File: config.mk
export PLATFORM = sky130hd
export DESIGN_NAME = lin_transceiver_ctrl
export DESIGN_NICKNAME = d
export VERILOG_FILES = /design/src/design/lin_ctrl_pkg.sv /design/src/design/hold_timer.sv /design/src/design/lin_transceiver_ctrl.sv
export VERILOG_INCLUDE_DIRS = /design/src /design/src/design
export SDC_FILE = /design/constraint.sdc
export NUM_CORES = 1
export LEC_CHECK = 0
export ABC_AREA = 1
export BUFFER_PORTS_ARGS = -buffer_cell sky130_fd_sc_hd__buf_2
export CAP_MARGIN = 30
export CORE_UTILIZATION = 56
export DETAILED_ROUTE_END_ITERATION = 8
export HOLD_SLACK_MARGIN = 0.1
export PLACE_DENSITY = 0.71
export SLEW_MARGIN = 20
export SYNTH_ARGS = -nofsm -noshare
export SYNTH_HDL_FRONTEND = slang
export SYNTH_SLANG_ARGS = --single-unit
File: constraint.sdc
create_clock -name ref_clk_in -period 2.5 [get_ports ref_clk_in]
set_clock_uncertainty 0.1 [all_clocks]
set_input_delay 0.25 -clock ref_clk_in [delete_from_list [all_inputs] [get_ports ref_clk_in]]
set_output_delay 0.25 -clock ref_clk_in [all_outputs]
set_load 0.005 [all_outputs]
File: src/design/lin_ctrl_cfg.svh
`ifndef LIN_CTRL_CFG_SVH
`define LIN_CTRL_CFG_SVH

// Clock period of ref_clk_in
`define LIN_CLK_PERIOD_NS 50
// Least dominant time before a bus wake edge counts
`define LIN_WAKE_DOM_NS 30000
`define LIN_WAKE_DOM_CYCLES ((`LIN_WAKE_DOM_NS + `LIN_CLK_PERIOD_NS - 1) / `LIN_CLK_PERIOD_NS)
// Transmit dominant timeout and bus dominant timeout
`define LIN_TX_TO_US 12000
`define LIN_TX_TO_CYCLES ((`LIN_TX_TO_US * 1000) / `LIN_CLK_PERIOD_NS)
`define LIN_BUS_TO_US 12000
`define LIN_BUS_TO_CYCLES ((`LIN_BUS_TO_US * 1000) / `LIN_CLK_PERIOD_NS)
// Persistence needed before a receive pin mismatch is a fault
`define LIN_RXD_FILTER_CYCLES 16
// Pin levels
`define LIN_DOMINANT 1'h0
`define LIN_RECESSIVE 1'h1

`endif

File: src/design/lin_ctrl_pkg.sv
`default_nettype none
package lin_ctrl_pkg;

	typedef enum logic [2:0] {
		DEV_INIT = 3'h0,
		DEV_NORMAL = 3'h1,
		DEV_SLEEP = 3'h2,
		DEV_RESTART = 3'h3,
		DEV_STOP = 3'h4,
		DEV_FAILSAFE = 3'h5,
		DEV_SW_PROG = 3'h6
	} device_mode_type;

	typedef enum logic [2:0] {
		LIN_OFF = 3'h0,
		LIN_WAKE = 3'h1,
		LIN_NORMAL = 3'h2,
		LIN_RX_ONLY = 3'h3,
		LIN_FLASH = 3'h4
	} lin_mode_type;

	typedef struct packed {
		logic valid;
		lin_mode_type mode;
	} mode_cmd_type;

	typedef struct packed {
		logic tx_gnd_short;
		logic bus_clamp;
		logic txd_rxd_short;
		logic rxd_recessive;
		logic bus_wake;
	} diag_type;

endpackage
`default_nettype wire

File: src/design/hold_timer.sv
`default_nettype none
module hold_timer #(
	parameter int LIMIT = 16
) (
	input wire logic ref_clk_in,
	input wire logic rst_b_in,
	input wire logic level_in,
	output logic expired_out
);
	localparam int W = $clog2(LIMIT + 2);

	generate
		if (LIMIT < 1) begin : g_bad
			$error("hold_timer LIMIT must be at least 1");
		end
	endgenerate

	logic [W-1:0] count;
	logic [W-1:0] next_count;

	// Saturates at LIMIT while the level holds, restarts when it drops
	always_comb begin
		if (!level_in) begin
			next_count = '0;
		end else if (count == W'(LIMIT)) begin
			next_count = count;
		end else begin
			next_count = count + 1'b1;
		end
	end

	always_ff @(posedge ref_clk_in or negedge rst_b_in) begin
		if (!rst_b_in) begin
			count <= '0;
		end else begin
			count <= next_count;
		end
	end

	assign expired_out = (count == W'(LIMIT));
endmodule
`default_nettype wire

File: src/design/lin_transceiver_ctrl.sv
`include "lin_ctrl_cfg.svh"
`default_nettype none
module lin_transceiver_ctrl #(
	parameter int TX_TIMEOUT_CYCLES = `LIN_TX_TO_CYCLES,
	parameter int BUS_TIMEOUT_CYCLES = `LIN_BUS_TO_CYCLES
) (
	input wire logic ref_clk_in,
	input wire logic rst_b_in,
	input wire lin_ctrl_pkg::device_mode_type device_mode_in,
	input wire lin_ctrl_pkg::mode_cmd_type mode_cmd_in,
	input wire logic slope_cmd_valid_in,
	input wire logic slope_cmd_fast_in,
	input wire lin_ctrl_pkg::diag_type diag_clear_in,
	input wire logic clamp_int_mask_in,
	input wire logic wake_int_mask_in,
	input wire logic host_txd_in,
	input wire logic host_rxd_sense_in,
	input wire logic bus_level_in,
	input wire logic overtemp_in,
	output logic host_rxd_out,
	output logic bus_drive_out,
	output logic pullup_en_out,
	output logic slope_fast_out,
	output logic slope_shaping_off_out,
	output lin_ctrl_pkg::lin_mode_type lin_mode_out,
	output lin_ctrl_pkg::diag_type diag_out,
	output logic int_b_out
);
	generate
		if (TX_TIMEOUT_CYCLES < 1 || BUS_TIMEOUT_CYCLES < 1) begin : g_bad
			$error("lin_transceiver_ctrl timeouts must be at least one cycle");
		end
	endgenerate

	// Two-stage synchronisers for pin inputs: txd, rxd sense, bus, overtemp
	localparam int NSYNC = 4;
	logic [NSYNC-1:0] sync_a;
	logic [NSYNC-1:0] sync_b;

	always_ff @(posedge ref_clk_in or negedge rst_b_in) begin
		if (!rst_b_in) begin
			sync_a <= {`LIN_RECESSIVE, `LIN_RECESSIVE, `LIN_RECESSIVE, 1'b0};
			sync_b <= {`LIN_RECESSIVE, `LIN_RECESSIVE, `LIN_RECESSIVE, 1'b0};
		end else begin
			sync_a <= {host_txd_in, host_rxd_sense_in, bus_level_in, overtemp_in};
			sync_b <= sync_a;
		end
	end

	logic txd;
	logic rxd_sense;
	logic bus;
	logic overtemp;
	assign txd = sync_b[3];
	assign rxd_sense = sync_b[2];
	assign bus = sync_b[1];
	assign overtemp = sync_b[0];

	lin_ctrl_pkg::lin_mode_type lin_mode;
	lin_ctrl_pkg::lin_mode_type next_lin_mode;
	lin_ctrl_pkg::device_mode_type dev_prev;
	lin_ctrl_pkg::diag_type diag;
	lin_ctrl_pkg::diag_type next_diag;
	logic slope_fast;
	logic next_slope_fast;
	logic ot_hold;
	logic next_ot_hold;
	logic wake_lock;
	logic next_wake_lock;
	logic wake_rxd_low;
	logic next_wake_rxd_low;
	logic wake_irq;
	logic next_wake_irq;
	logic dom_seen;
	logic next_dom_seen;
	logic txd_prev;
	logic bus_prev;
	logic next_host_rxd;
	logic next_bus_drive;
	logic next_int_b;
	lin_ctrl_pkg::lin_mode_type eff_mode;
	lin_ctrl_pkg::lin_mode_type next_eff_mode;

	logic tx_to_hit;
	logic bus_to_hit;
	logic wake_dom_hit;
	logic rxd_rec_hit;
	logic short_hit;
	logic receiving;

	assign receiving = (eff_mode == lin_ctrl_pkg::LIN_NORMAL) ||
		(eff_mode == lin_ctrl_pkg::LIN_RX_ONLY) || (eff_mode == lin_ctrl_pkg::LIN_FLASH);

	hold_timer #(.LIMIT(TX_TIMEOUT_CYCLES)) u_tx_to (
		.ref_clk_in(ref_clk_in),
		.rst_b_in(rst_b_in),
		.level_in(txd == `LIN_DOMINANT),
		.expired_out(tx_to_hit)
	);

	hold_timer #(.LIMIT(BUS_TIMEOUT_CYCLES)) u_bus_to (
		.ref_clk_in(ref_clk_in),
		.rst_b_in(rst_b_in),
		.level_in(bus == `LIN_DOMINANT),
		.expired_out(bus_to_hit)
	);

	hold_timer #(.LIMIT(`LIN_WAKE_DOM_CYCLES)) u_wake_dom (
		.ref_clk_in(ref_clk_in),
		.rst_b_in(rst_b_in),
		.level_in(eff_mode == lin_ctrl_pkg::LIN_WAKE && bus == `LIN_DOMINANT),
		.expired_out(wake_dom_hit)
	);

	// Receive pin read back high while driven low: stuck recessive
	hold_timer #(.LIMIT(`LIN_RXD_FILTER_CYCLES)) u_rxd_rec (
		.ref_clk_in(ref_clk_in),
		.rst_b_in(rst_b_in),
		.level_in(receiving && host_rxd_out == `LIN_DOMINANT &&
			rxd_sense == `LIN_RECESSIVE),
		.expired_out(rxd_rec_hit)
	);

	// Receive pin pulled low by the transmit pin while driven high
	hold_timer #(.LIMIT(`LIN_RXD_FILTER_CYCLES)) u_short (
		.ref_clk_in(ref_clk_in),
		.rst_b_in(rst_b_in),
		.level_in(receiving && host_rxd_out == `LIN_RECESSIVE &&
			rxd_sense == `LIN_DOMINANT && txd == `LIN_DOMINANT),
		.expired_out(short_hit)
	);

	function automatic logic mode_allowed(lin_ctrl_pkg::device_mode_type dev,
		lin_ctrl_pkg::lin_mode_type m);
		logic ok;
		ok = 1'b0;
		case (dev)
			lin_ctrl_pkg::DEV_INIT: ok = (m == lin_ctrl_pkg::LIN_OFF);
			lin_ctrl_pkg::DEV_NORMAL: ok = (m != lin_ctrl_pkg::LIN_FLASH);
			lin_ctrl_pkg::DEV_SLEEP,
			lin_ctrl_pkg::DEV_RESTART,
			lin_ctrl_pkg::DEV_STOP: begin
				ok = (m == lin_ctrl_pkg::LIN_OFF) || (m == lin_ctrl_pkg::LIN_WAKE);
			end
			lin_ctrl_pkg::DEV_FAILSAFE: ok = (m == lin_ctrl_pkg::LIN_WAKE);
			lin_ctrl_pkg::DEV_SW_PROG: ok = (m == lin_ctrl_pkg::LIN_FLASH);
			default: ok = 1'b0;
		endcase
		return ok;
	endfunction

	// Mode that a device mode change leaves behind, column kept where it exists
	function automatic lin_ctrl_pkg::lin_mode_type auto_mode(
		lin_ctrl_pkg::device_mode_type dev, lin_ctrl_pkg::lin_mode_type cur);
		lin_ctrl_pkg::lin_mode_type m;
		m = cur;
		case (dev)
			lin_ctrl_pkg::DEV_INIT: m = lin_ctrl_pkg::LIN_OFF;
			lin_ctrl_pkg::DEV_FAILSAFE: m = lin_ctrl_pkg::LIN_WAKE;
			lin_ctrl_pkg::DEV_SW_PROG: m = lin_ctrl_pkg::LIN_FLASH;
			lin_ctrl_pkg::DEV_NORMAL: begin
				m = (cur == lin_ctrl_pkg::LIN_FLASH) ? lin_ctrl_pkg::LIN_NORMAL : cur;
			end
			lin_ctrl_pkg::DEV_SLEEP,
			lin_ctrl_pkg::DEV_RESTART,
			lin_ctrl_pkg::DEV_STOP: begin
				m = (cur == lin_ctrl_pkg::LIN_WAKE) ? lin_ctrl_pkg::LIN_WAKE :
					lin_ctrl_pkg::LIN_OFF;
			end
			default: m = lin_ctrl_pkg::LIN_OFF;
		endcase
		return m;
	endfunction

	always_comb begin
		logic txd_rise;
		logic bus_rise;
		logic fault;
		logic wake_event;
		txd_rise = (txd_prev == `LIN_DOMINANT) && (txd == `LIN_RECESSIVE);
		bus_rise = (bus_prev == `LIN_DOMINANT) && (bus == `LIN_RECESSIVE);
		fault = tx_to_hit || bus_to_hit || short_hit || rxd_rec_hit;
		wake_event = 1'b0;

		next_lin_mode = lin_mode;
		next_slope_fast = slope_fast;
		next_wake_lock = wake_lock;
		next_wake_irq = wake_irq;
		next_dom_seen = dom_seen;

		// Wake: long dominant phase, then a rising bus edge
		if (eff_mode != lin_ctrl_pkg::LIN_WAKE) begin
			next_dom_seen = 1'b0;
		end else if (bus_rise) begin
			next_dom_seen = 1'b0;
			wake_event = (dom_seen || wake_dom_hit) && !wake_lock;
		end else if (wake_dom_hit) begin
			next_dom_seen = 1'b1;
		end

		// A command sharing the cycle of a device mode change is dropped
		if (device_mode_in != dev_prev) begin
			next_lin_mode = auto_mode(device_mode_in, lin_mode);
		end else if (mode_cmd_in.valid && mode_allowed(device_mode_in, mode_cmd_in.mode) &&
			!(mode_cmd_in.mode == lin_ctrl_pkg::LIN_WAKE && wake_lock)) begin
			// Normal command also releases a fault-forced receive-only
			next_lin_mode = mode_cmd_in.mode;
			if (mode_cmd_in.mode != lin_ctrl_pkg::LIN_WAKE) begin
				next_wake_lock = 1'b0;
			end
		end

		if (fault && (next_lin_mode == lin_ctrl_pkg::LIN_NORMAL ||
			next_lin_mode == lin_ctrl_pkg::LIN_FLASH) && receiving) begin
			next_lin_mode = lin_ctrl_pkg::LIN_RX_ONLY;
		end

		if (slope_cmd_valid_in && device_mode_in == lin_ctrl_pkg::DEV_NORMAL) begin
			next_slope_fast = slope_cmd_fast_in;
		end

		// Overtemperature holds receive-only with no flag and no interrupt
		if (overtemp) begin
			next_ot_hold = 1'b1;
		end else if (ot_hold && txd_rise) begin
			next_ot_hold = 1'b0;
		end else begin
			next_ot_hold = ot_hold;
		end

		// Sticky diagnostics: a new event wins over a clear in the same cycle
		next_diag = diag & ~diag_clear_in;
		if (tx_to_hit && receiving) begin
			next_diag.tx_gnd_short = 1'b1;
		end
		if (bus_to_hit && receiving) begin
			next_diag.bus_clamp = 1'b1;
		end
		if (short_hit) begin
			next_diag.txd_rxd_short = 1'b1;
		end
		if (rxd_rec_hit) begin
			next_diag.rxd_recessive = 1'b1;
		end

		if (diag_clear_in.bus_wake) begin
			next_wake_irq = 1'b0;
		end
		next_wake_rxd_low = wake_rxd_low && (next_lin_mode == lin_ctrl_pkg::LIN_WAKE);
		if (wake_event) begin
			next_diag.bus_wake = 1'b1;
			next_wake_lock = 1'b1;
			next_wake_rxd_low = 1'b1;
			// Sleep, restart and fail-safe wakes report through the receive pin only
			next_wake_irq = (device_mode_in == lin_ctrl_pkg::DEV_STOP) ||
				(device_mode_in == lin_ctrl_pkg::DEV_NORMAL);
		end

		next_eff_mode = (next_ot_hold && (next_lin_mode == lin_ctrl_pkg::LIN_NORMAL ||
			next_lin_mode == lin_ctrl_pkg::LIN_FLASH)) ? lin_ctrl_pkg::LIN_RX_ONLY :
			next_lin_mode;

		case (next_eff_mode)
			lin_ctrl_pkg::LIN_NORMAL,
			lin_ctrl_pkg::LIN_FLASH: begin
				next_bus_drive = (txd == `LIN_DOMINANT);
				next_host_rxd = bus;
			end
			lin_ctrl_pkg::LIN_RX_ONLY: begin
				next_bus_drive = 1'b0;
				next_host_rxd = bus;
			end
			lin_ctrl_pkg::LIN_WAKE: begin
				next_bus_drive = 1'b0;
				next_host_rxd = next_wake_rxd_low ? `LIN_DOMINANT : `LIN_RECESSIVE;
			end
			default: begin
				next_bus_drive = 1'b0;
				next_host_rxd = `LIN_RECESSIVE;
			end
		endcase

		next_int_b = !((next_diag.bus_clamp && !clamp_int_mask_in) ||
			(next_wake_irq && next_diag.bus_wake && !wake_int_mask_in));
	end

	always_ff @(posedge ref_clk_in or negedge rst_b_in) begin
		if (!rst_b_in) begin
			lin_mode <= lin_ctrl_pkg::LIN_OFF;
			eff_mode <= lin_ctrl_pkg::LIN_OFF;
			dev_prev <= lin_ctrl_pkg::DEV_INIT;
			diag <= '0;
			slope_fast <= 1'b0;
			ot_hold <= 1'b0;
			wake_lock <= 1'b0;
			wake_rxd_low <= 1'b0;
			wake_irq <= 1'b0;
			dom_seen <= 1'b0;
			txd_prev <= `LIN_RECESSIVE;
			bus_prev <= `LIN_RECESSIVE;
			host_rxd_out <= `LIN_RECESSIVE;
			bus_drive_out <= 1'b0;
			pullup_en_out <= 1'b0;
			slope_fast_out <= 1'b0;
			slope_shaping_off_out <= 1'b0;
			lin_mode_out <= lin_ctrl_pkg::LIN_OFF;
			diag_out <= '0;
			int_b_out <= 1'b1;
		end else begin
			lin_mode <= next_lin_mode;
			eff_mode <= next_eff_mode;
			dev_prev <= device_mode_in;
			diag <= next_diag;
			slope_fast <= next_slope_fast;
			ot_hold <= next_ot_hold;
			wake_lock <= next_wake_lock;
			wake_rxd_low <= next_wake_rxd_low;
			wake_irq <= next_wake_irq;
			dom_seen <= next_dom_seen;
			txd_prev <= txd;
			bus_prev <= bus;
			host_rxd_out <= next_host_rxd;
			bus_drive_out <= next_bus_drive;
			pullup_en_out <= (next_eff_mode != lin_ctrl_pkg::LIN_OFF) &&
				(next_eff_mode != lin_ctrl_pkg::LIN_WAKE);
			slope_fast_out <= next_slope_fast;
			slope_shaping_off_out <= (next_eff_mode == lin_ctrl_pkg::LIN_FLASH);
			lin_mode_out <= next_eff_mode;
			diag_out <= next_diag;
			int_b_out <= next_int_b;
		end
	end
endmodule
`default_nettype wire

# Yosys cells after proc, flatten, opt, wreduce, memory -nomap -nowiden
# Cells that the tools add are included.
[op_classes] reduce_logical=50 muxes=41 bitwise=8 n_addsub=5 eq_ne=39
[ops] operator="18-bit 2-to-1 mux" count=4
[ops] operator="18-bit by 1-bit adder with 18-bit output (second input constant)" count=2
[ops] operator="18-bit == test (second input constant)" count=2
[ops] operator="3-bit == test (second input constant)" count=9
[ops] operator="3-bit by 2-bit == test with 1-bit output (second input constant)" count=8
[ops] operator="1-bit logical AND" count=24
[ops] operator="1-bit 2-to-1 mux" count=23
[ops] operator="10-bit 2-to-1 mux" count=2
[ops] operator="5-bit 2-to-1 mux" count=4
[ops] operator="3-bit by 1-bit == test with 1-bit output (second input constant)" count=6
[ops] operator="3-bit 2-to-1 mux" count=5
[ops] operator="2-bit inequality test (second input constant)" count=6
[ops] operator="3-bit one-hot mux with 4 select lines" count=1
[ops] operator="1-bit logical OR" count=11
[ops] operator="10-bit by 1-bit adder with 10-bit output (second input constant)" count=1
[ops] operator="5-bit by 1-bit adder with 5-bit output (second input constant)" count=2
[ops] operator="10-bit == test (second input constant)" count=1
[ops] operator="5-bit == test (second input constant)" count=2
[ops] operator="3-bit by 1-bit inequality test with 1-bit output (second input constant)" count=3
[ops] operator="3-bit zero test" count=2
[ops] operator="1-bit inverter" count=6
[ops] operator="3-bit nonzero test" count=2
[ops] operator="3-bit OR reduction" count=2
[ops] operator="5-bit AND" count=1
[ops] operator="9 further kinds" count=14
[word_totals] elab_cells=171 register_bits=91 inputBits=22 out_inout_bits=14

# Depth between registers and ports, before layout
# Gate-level depths: netlist of the first run.
[depth] word_depth=20 depth_mapped=17

# Hierarchy
# A second synthesis of the first run with hierarchy kept.
[unflattened] cells_unflattened=665 hier_area_um2=5024.8
[modules_own_cells] module="hold_timer at u_bus_to ..." instances=2 cells_per_inst=171 seq_area_each_um2=450.4 area_each_um2=1157.4
[modules_own_cells] module="lin_transceiver_ctrl" instances=1 cells_per_inst=172 seq_area_each_um2=888.4 area_each_um2=1570.3
[modules_own_cells] module="hold_timer at u_wake_dom" instances=1 cells_per_inst=79 seq_area_each_um2=250.2 area_each_um2=584.3
[modules_own_cells] module="hold_timer at u_rxd_rec ..." instances=2 cells_per_inst=36 seq_area_each_um2=125.1 area_each_um2=277.8

# Worst setup path after synthesis of the first run
# Ideal clock, no wire load.
[synth_path] kind="reg2reg" startpoint="register u_tx_to.count[0]" endpoint="register host_rxd_out" setup_ns=0.064 path_slack_ns=0.532 period_less_slack_ns=1.968 path_stages_with_launch=16 n_path_buf=0 arrival_time_ns=1.804 required_time_ns=2.336 path_cell_list="dfrtp_1 > inv_1 > ha_1 > nand4_1 > nor2_1 > nand3_2 > nand3b_1 > nand2_1 > inv_1 > nand3_1 > o21a_1 > o21ai_2 > nand3_1 > nand3_1 > nand2_1 > nand3_1"
[synth_between] elab_chain_len=14
[synth_rtl] item="from (decl)" line="hold_timer.sv:18" text="logic [W-1:0] count;"
[synth_rtl] item="from (signal assigned)" line="hold_timer.sv:36" text="count <= next_count;"
[synth_rtl] item="18-bit == test (*)" line="hold_timer.sv:40" text="assign expired_out = (count == W'(LIMIT));"
[synth_rtl] item="1-bit logical OR (*) (3 in series)" line="lin_transceiver_ctrl.sv:182" text="fault = tx_to_hit || bus_to_hit || short_hit || rxd_rec_hit;"
[synth_rtl] item="1-bit logical AND (*)" line="lin_transceiver_ctrl.sv:213" text="if (fault && (next_lin_mode == lin_ctrl_pkg::LIN_NORMAL ||"
[synth_rtl] item="1-bit logical AND (*)" line="lin_transceiver_ctrl.sv:214" text="next_lin_mode == lin_ctrl_pkg::LIN_FLASH) && receiving) begin"
[synth_rtl] item="3-bit 2-to-1 mux (*)" line="lin_transceiver_ctrl.sv:213"
[synth_rtl] item="via next_lin_mode[2]" line="lin_transceiver_ctrl.sv:60" text="lin_ctrl_pkg::lin_mode_type next_lin_mode;"
[synth_rtl] item="3-bit by 2-bit == test with 1-bit output / 3-bit == test (equally long branches)" line="lin_transceiver_ctrl.sv:259, lin_transceiver_ctrl.sv:260"
[synth_rtl] item="1-bit logical OR" line="lin_transceiver_ctrl.sv:259" text="next_eff_mode = (next_ot_hold && (next_lin_mode == lin_ctrl_pkg::LIN_NORMAL ||"
[synth_rtl] item="1-bit logical AND" line="lin_transceiver_ctrl.sv:259"
[synth_rtl] item="3-bit 2-to-1 mux" line="lin_transceiver_ctrl.sv:260" text="next_lin_mode == lin_ctrl_pkg::LIN_FLASH)) ? lin_ctrl_pkg::LIN_RX_ONLY :"
[synth_rtl] item="3-bit == test / 3-bit by 2-bit == test with 1-bit output (equally long branches)" line="lin_transceiver_ctrl.sv:263" text="case (next_eff_mode)"
[synth_rtl] item="3-bit OR reduction (no line)"
[synth_rtl] item="1-bit one-hot mux with 2 select lines (*)" line="lin_transceiver_ctrl.sv:263"
[synth_rtl] item="via next_host_rxd" line="lin_transceiver_ctrl.sv:78" text="logic next_host_rxd;"
[synth_rtl] item="to (signal assigned)" line="lin_transceiver_ctrl.sv:301" text="host_rxd_out <= `LIN_RECESSIVE;"
[synth_rtl] item="to (signal assigned)" line="lin_transceiver_ctrl.sv:322" text="host_rxd_out <= next_host_rxd;"
[synth_rtl] item="to (decl)" line="lin_transceiver_ctrl.sv:20" text="output logic host_rxd_out,"
# The timed path passes the listed nets; every way through them passes the cells marked *.
# A chain may end at the register's enable or synchronous reset.

# Final worst setup path of the first run
# Same ends and word-level chain as after synthesis.

==> metrics.csv, run 1 <==
stage;metric;value;unit
outcome;status;finished clean;
final_layout;Area Overhead vs Synth;15.7;%
global_routing;vias in the first global route;3632;
logic_synthesis;Synth Area in Compound Gates;9.03;%
critical_path;critical path cell sequence;inv_1 -> ha_1 -> nand4_1 -> nor2_1 -> nand3_2 -> nand3b_1 -> nand2_1 -> inv_2 -> nand3_1 -> o21a_1 -> o21ai_2 -> nand3_1 -> nand3_1 -> nand2_1 -> nand3_1;
timing;worst setup margin;190;ps
logic_synthesis;Post-synth EDFFs;0;
critical_path;Max stage delay on crit path;430;ps
power_and_ir_drop;total power;2.80;mW
final_layout;layout cells sized above 1;16.6;%
timing;fin crit period;2310;ps
place;Area after DPL;4840;µm²
final_layout;Finished Layout Cells;703;
clocking;CTS Buf Count;9;
logic_synthesis;commonest register cell after synthesis;dfrtp_1;
logic_synthesis;main combinational cell family by area after synthesis;simple AND/OR/NAND/NOR gates;
logic_synthesis;Synth Area in XOR/XNOR;3.11;%
routing;vias per cell;5.28;
clocking;Worst-Skew Late Latency;360;ps
final_layout;sequential cell area;2290;µm²
logic_synthesis;sequential fraction of the synthesis area;50.8;%
place;Port-buffer cells;35;
place;dpl hpwl;6580;µm
routing;final wirelength;8980;µm
worst_hold_path;Hold Startpoint;slope_cmd_valid_in;
floorplan;die height;91.7;µm
critical_path;crit path max fanout;7;
logic_synthesis;Mapped Nets;565;
critical_path;worst flop-to-flop path startpoint;u_tx_to.count[0];
final_layout;FILL cells;646;
floorplan;Die W;91.7;µm
global_routing;Overall Global Routing Usage;23.8;%
place;placed cell count;671;
logic_synthesis;Synth Instances;533;
clocking;maximum clock path buffer count;2;
critical_path;Crit path top cell by count;nand3_1;
floorplan;core footprint;7770;µm²
clocking;postcts setup bufs;0;
global_routing;pin count of the biggest net entering global routing;66;
timing;Relative slew margins;60.2;%
critical_path;critical path class;flop to flop;
logic_synthesis;yosys synthesis warning count;0;
timing;Peak Freq;433;MHz
routing;DRT antenna net count;0;
timing;Hold Fails Final Rpt;0;
logic_synthesis;Post-Syn Area;4500;µm²
place;pre-CTS setup slack;204;ps
clocking;number of H-tree levels;3;
floorplan;Ports;36;
final_layout;Finished Cell Area;5210;µm²
critical_path;Worst Path Buf+Inv;2;
final_layout;Layout Nets;628;
clocking;Clock Sinks;91;
power_and_ir_drop;maximum vdd drop;0.324;mV
place;GP Congestion;0.827;
floorplan;initial core utilization;58.0;%
clocking;CTS tree;done;
timing;Final Slew Violations;0;
logic_synthesis;multiplexer share of the synthesized area;0.250;%
final_layout;Multi-input gate area;1870;µm²
global_routing;initial antenna violation count;0;
routing;routed len/inst;12.8;µm
routing;Vias;3709;
timing;Final period util;92.4;%
worst_hold_path;hold crit path type;input port to flop;
final_layout;diode count;0;
clocking;Root Driver;clkbuf_8;
power_and_ir_drop;Leakage;2.37;nW
critical_path;required time worst endpoint;2700;ps
critical_path;CP startpoint kind;flop;
global_routing;overflow left after global routing;0;
timing;final setup violation count;0;
critical_path;critical path arrival;2510;ps
timing;Slew @ Worst Pin;592;ps
power_and_ir_drop;P per Cell Area;537;nW/µm²
final_layout;most frequent cells in the layout;inv_1 (85), dfrtp_1 (81), nand2_1 (76);
floorplan;die area;8400;µm²
final_layout;final core utilization;67.1;%
critical_path;Critical Path Start;u_tx_to.count[0];
routing;Detailed Route Iter0 Violations;122;
routing;DRT Pass-1 Iters;4;
logic_synthesis;Netlist cell types;39;
critical_path;critical path's top delay family;simple AND/OR/NAND/NOR gates;
critical_path;crit path capture type;flop;
critical_path;CP max-delay cell;dfrtp_1;
logic_synthesis;ys async rst share;100;%
run;max cap viols;0;
logic_synthesis;simple logic cell fraction of the synthesized area;26.0;%
routing;DR DRC count;0;
logic_synthesis;Adder-Cell Fraction of Synth Area;2.78;%
logic_synthesis;#FFs+latches synth;91;
global_routing;first-pass GRT wire length;15800;µm
floorplan;row count;32;
clocking;Reg clk slew, reported paths;90;ps
final_layout;commonest non-fill, non-tap cell in the layout;inv_1;
logic_synthesis;average size of a mapped cell;8.45;µm²
power breakdown:
part,internal (mW),switching [mW]
Sequential,1.53,0.0333
Clock,0.417,0.519
Combinational,0.117,0.184
Total,2.06,0.735
metal layers:
layer / vias to the layer above / global-route usage (%) / part of all wire, %
li1: 1864 / - / -
met1: 1739 / 32.3 / 48
met2: 94 / 38.0 / 47
met3: 12 / 4.31 / 3.8
met4: 0 / 9.66 / 1.2
met5: - / 0 / 0
tightest hold or removal path, cell delays in order:
cell and delay (ps):
buf_2 90, nand2_1 60, mux2_2 140
per-stage QoR:
step / hold slack, ps / setup TNS (ps)
2_1_floorplan: -146 / 0
3_3_place_gp: 82.8 / 0
3_5_place_dp: 87.8 / 0
4_1_cts: 102 / 0
5_1_grt: 129 / -2.79
6_report: 113 / 0
layout make-up:
type / count / area share [%]
sequential: 91 / 44.0
multi-input combinational: 347 / 36.0
timing repair buffer: 56 / 7.45
inverter: 91 / 6.56
clock buffer: 11 / 2.91
tap: 102 / 2.45
clock inverter: 5 / 0.697
final timing paths:
check                      cells after the start  slack (ps)                to
min in group asynchronous                      2         230  u_tx_to.count[2]
hold reg to reg                                0         260         sync_b[0]
setup reg to reg                              15         190      host_rxd_out
setup / recovery                              15         190      host_rxd_out
hold / removal                                 3         110        slope_fast
max in group asynchronous                      3        1370         sync_b[1]
cells by family after synthesis:
group	Yosys count
flops	91
simple gates	247
buf+inv	95
compound gates	73
mux	1
xor+xnor	16
fa+ha+maj	10
sequential cells by signal, summed over array words and instances, names as in the netlist, 3 cells and up:
signal and flops:
u_bus_to.count 18, u_tx_to.count 18, u_wake_dom.count 10, diag 5, u_rxd_rec.count 5, u_short.count 5, sync_a 4, sync_b 4
dev_prev 3, eff_mode 3, lin_mode 3
synthesized netlist by cell type, types with 2 or more instances:
master    instances  area, µm²
inv_1            86        323
dfrtp_1          81       2030
nand2_1          76        285
nor2_1           70        263
nand3_1          41        205
o21ai_0          30        150
a21oi_1          26        130
nand4_1          17        106
nor3_1           16       80.1
xor2_1           12        105
dfstp_2          10        263
ha_1             10        125
nand3_2           7       70.1
inv_2             5       18.8
nor4_1            4       25.0
xnor2_1           4       35.0
nand3b_1          3       22.5
or2_2             3       18.8
a211oi_1          2       15.0
a21oi_2           2       17.5
buf_2             2       10.0
clkbuf_1          2       7.51
nand2_2           2       12.5
nand2_4           2       22.5
nor3_2            2       20.0
o21a_1            2       15.0
o21ai_1           2       10.0
o22ai_1           2       12.5
o31ai_1           2       15.0
repair_timing:
| item | CTS | global route |
|---|---|---|
| setup endpoints to repair | 0 | 3 |
| hold buffers | 16 | 0 |
| resized for setup | 0 | 6 |
| endpoints found under the hold margin | 58 | 0 |
(Power assumes the default switching activity.)
==> run 2: changes to the inputs <==
Settings changed: CORE_ASPECT_RATIO set to 0.7, CORE_UTILIZATION 56 to 54, PLACE_DENSITY 0.71 to 0.72.
Clock period 2.5 ns to 1.96 ns, I/O delays scaled along.
==> run 2 against run 1 <==
Effect of this change:
- global-route usage is 3.3 points higher
- the run now ends with DRC, setup timing left
- wire length is 30% higher
- die area is 3.7% higher
- worst hold slack better by 8.3 ps
- register-to-register slack worse by 370 ps
- non-clock buffer count is 87 higher
- count of clock-buffer cells in the layout stayed put
- maximum frequency is 7.9% higher
- critical path depth is 1 lower
==> metrics.csv, run 2 (same netlist as run 1, synthesis figures left out) <==
stage;metric;value;unit;change
clocking;Root Driver;clkbuf_16;;was clkbuf_8
final_layout;Layout Nets;715;;was 628
place;Port-buffer cells;35;;unchanged
routing;routed len/inst;14.8;µm;was 12.8 µm
timing;Relative slew margins;66.2;%;was 60.2%
global_routing;first-pass GRT wire length;18500;µm;was 15,800 µm
final_layout;Top Registers;u_bus_to.count x18, u_tx_to.count x18, u_wake_dom.count x10;;unchanged
clocking;number of H-tree levels;3;;unchanged
outcome;status;complete, but fails checks;;was finished clean
critical_path;crit path capture type;flop;;unchanged
timing;Hold Fails Final Rpt;0;;unchanged
final_layout;layout cells sized above 1;36.3;%;was 16.6%
outcome;failing checks;DRC, setup timing;;
clocking;Worst-Skew Late Latency;350;ps;was 360 ps
critical_path;CP startpoint kind;flop;;unchanged
floorplan;core footprint;7970;µm²;was 7770 µm²
clocking;Clock Sinks;91;;unchanged
timing;worst hold slack;122;ps;was 113 ps
place;placed cell count;739;;was 671
place;Area after DPL;5360;µm²;was 4840 µm²
floorplan;Ports;36;;unchanged
global_routing;initial antenna violation count;0;;unchanged
critical_path;critical path class;flop to flop;;unchanged
routing;final wirelength;11700;µm;was 8980 µm
routing;DR DRC count;8;;was 0
clocking;maximum clock path buffer count;2;;unchanged
routing;Vias;4181;;was 3,709
timing;Slew @ Worst Pin;506;ps;was 592 ps
routing;DRT antenna net count;0;;unchanged
routing;DRT Pass-1 Iters;7;;was 4
power_and_ir_drop;maximum vdd drop;0.689;mV;was 0.324 mV
final_layout;commonest non-fill, non-tap cell in the layout;buf_4;;was inv_1
floorplan;row count;27;;was 32
global_routing;Overall Global Routing Usage;27.2;%;was 23.8%
routing;vias per cell;5.30;;was 5.28
floorplan;Die W;111;µm;was 91.7 µm
power_and_ir_drop;P per Cell Area;701;nW/µm²;was 537 nW/µm²
final_layout;most frequent cells in the layout;buf_4 (90), dfrtp_1 (81), inv_1 (71);;was inv_1 (85), dfrtp_1 (81), nand2_1 (76)
critical_path;CP max-delay cell;dfrtp_1;;unchanged
floorplan;die height;78.4;µm;was 91.7 µm
critical_path;critical path cell sequence;inv_1 -> ha_1 -> nand3_2 -> nand2_1 -> nand3b_1 -> nand2_2 -> inv_2 -> buf_4 -> buf_4 -> a21oi_4 -> nand4_1 -> nand3_2 -> nand2_1 -> nand3_1;;was inv_1 -> ha_1 -> nand4_1 -> nor2_1 -> nand3_2 -> nand3b_1 -> nand2_1 -> inv_2 -> nand3_1 -> o21a_1 -> o21ai_2 -> nand3_1 -> nand3_1 -> nand2_1 -> nand3_1
critical_path;critical path arrival;2330;ps;was 2510 ps
clocking;CTS tree;done;;unchanged
run;max cap viols;0;;unchanged
timing;worst setup margin;-181;ps;was 190 ps
final_layout;diode count;0;;unchanged
final_layout;Area Overhead vs Synth;39.8;%;was 15.7%
timing;final setup violation count;8;;was 0
timing;Final Slew Violations;0;;unchanged
floorplan;die area;8710;µm²;was 8400 µm²
critical_path;Worst Path Buf+Inv;4;;was 2
routing;Detailed Route Iter0 Violations;314;;was 122
floorplan;initial core utilization;56.5;%;was 58.0%
place;GP Congestion;1.01;;was 0.827
place;pre-CTS setup slack;-159;ps;was 204 ps
timing;Final period util;109;%;was 92.4%
critical_path;Max stage delay on crit path;360;ps;was 430 ps
clocking;CTS Buf Count;9;;unchanged
timing;RSZ-0062 raised after global routing;yes;;
worst_hold_path;hold crit path type;input port to flop;;unchanged
critical_path;required time worst endpoint;2150;ps;was 2700 ps
timing;fin crit period;2140;ps;was 2310 ps
timing;Peak Freq;467;MHz;was 433 MHz
power_and_ir_drop;Leakage;2.94;nW;was 2.37 nW
global_routing;pin count of the biggest net entering global routing;37;;was 66
global_routing;vias in the first global route;4118;;was 3,632
critical_path;critical path's top delay family;simple AND/OR/NAND/NOR gates;;unchanged
final_layout;Finished Layout Cells;789;;was 703
clocking;Reg clk slew, reported paths;60;ps;was 90 ps
final_layout;Finished Cell Area;6290;µm²;was 5210 µm²
critical_path;crit path max fanout;3;;was 7
global_routing;overflow left after global routing;0;;unchanged
place;dpl hpwl;7610;µm;was 6580 µm
[run 2: power breakdown]
part	internal (mW)	switching, mW	leakage (nW)
Sequential	1.95	0.0443	1.20
Clock	1.15	0.711	0.156
Combinational	0.246	0.314	1.58
[run 2: path summary, 6_finish.rpt]
kind / start / end / slack (ps) / depth (start not counted)
worst max-delay path: u_short.count[1] / host_rxd_out / -180 / 14
worst min-delay path: mode_cmd_in[3] / wake_lock / 120 / 4
worst max register to register: u_short.count[1] / host_rxd_out / -180 / 14
worst min register to register: sync_a[3] / sync_b[3] / 260 / 0
max in group asynchronous: rst_b_in / txd_prev / 810 / 3
min in group asynchronous: rst_b_in / diag[4] / 270 / 2
[run 2: repair_timing]
item	in CTS	in global routing
hold buffers	17	0
buffers inserted	12	5
setup endpoints to repair	13	31
gates resized for setup	22	71
endpoints found under the hold margin	48	0
gates cloned	0	0
pin swaps	22	26
[run 2: cell type report]
class | instances | area, µm²
Timing Repair Buffer | 143 | 1050
Multi-Input combinational cell | 347 | 2170
Fill cell | 525 | 1680
Tap cell | 101 | 126
Sequential cell | 91 | 2290
Clock buffer | 11 | 243
Inverter | 91 | 342
Clock inverter | 5 | 77.6
[run 2: metal layers]
layer	GRT usage, %	vias to the layer above	share of wire [%]
met1	34.0	2011	43
met2	47.0	107	50
met3	7.41	34	4.5
met4	7.03	0	2.2
li1	-	2029	-
met5	0	-	0
[run 2: stage by stage]
stage / utilization (%) / power, mW / TNS (ps)
after global placement: 67.2 / 2.45 / -136
after floorplan: - / 2.22 / 0
after CTS: 75.5 / 4.39 / -319
after global routing: 78.9 / 4.56 / -2430
after detailed placement: 67.2 / 2.47 / -737
final: 78.9 / 4.41 / -707
[run 2: worst reg2reg max path: stages (launching register included)]
cell	delay [ps]
dfrtp_1	360
inv_1	60
ha_1	200
nand3_2	100
nand2_1	80
nand3b_1	190
nand2_2	110
inv_2	50
buf_4	120
buf_4	130
a21oi_4	180
nand4_1	180
nand3_2	110
nand2_1	60
nand3_1	80
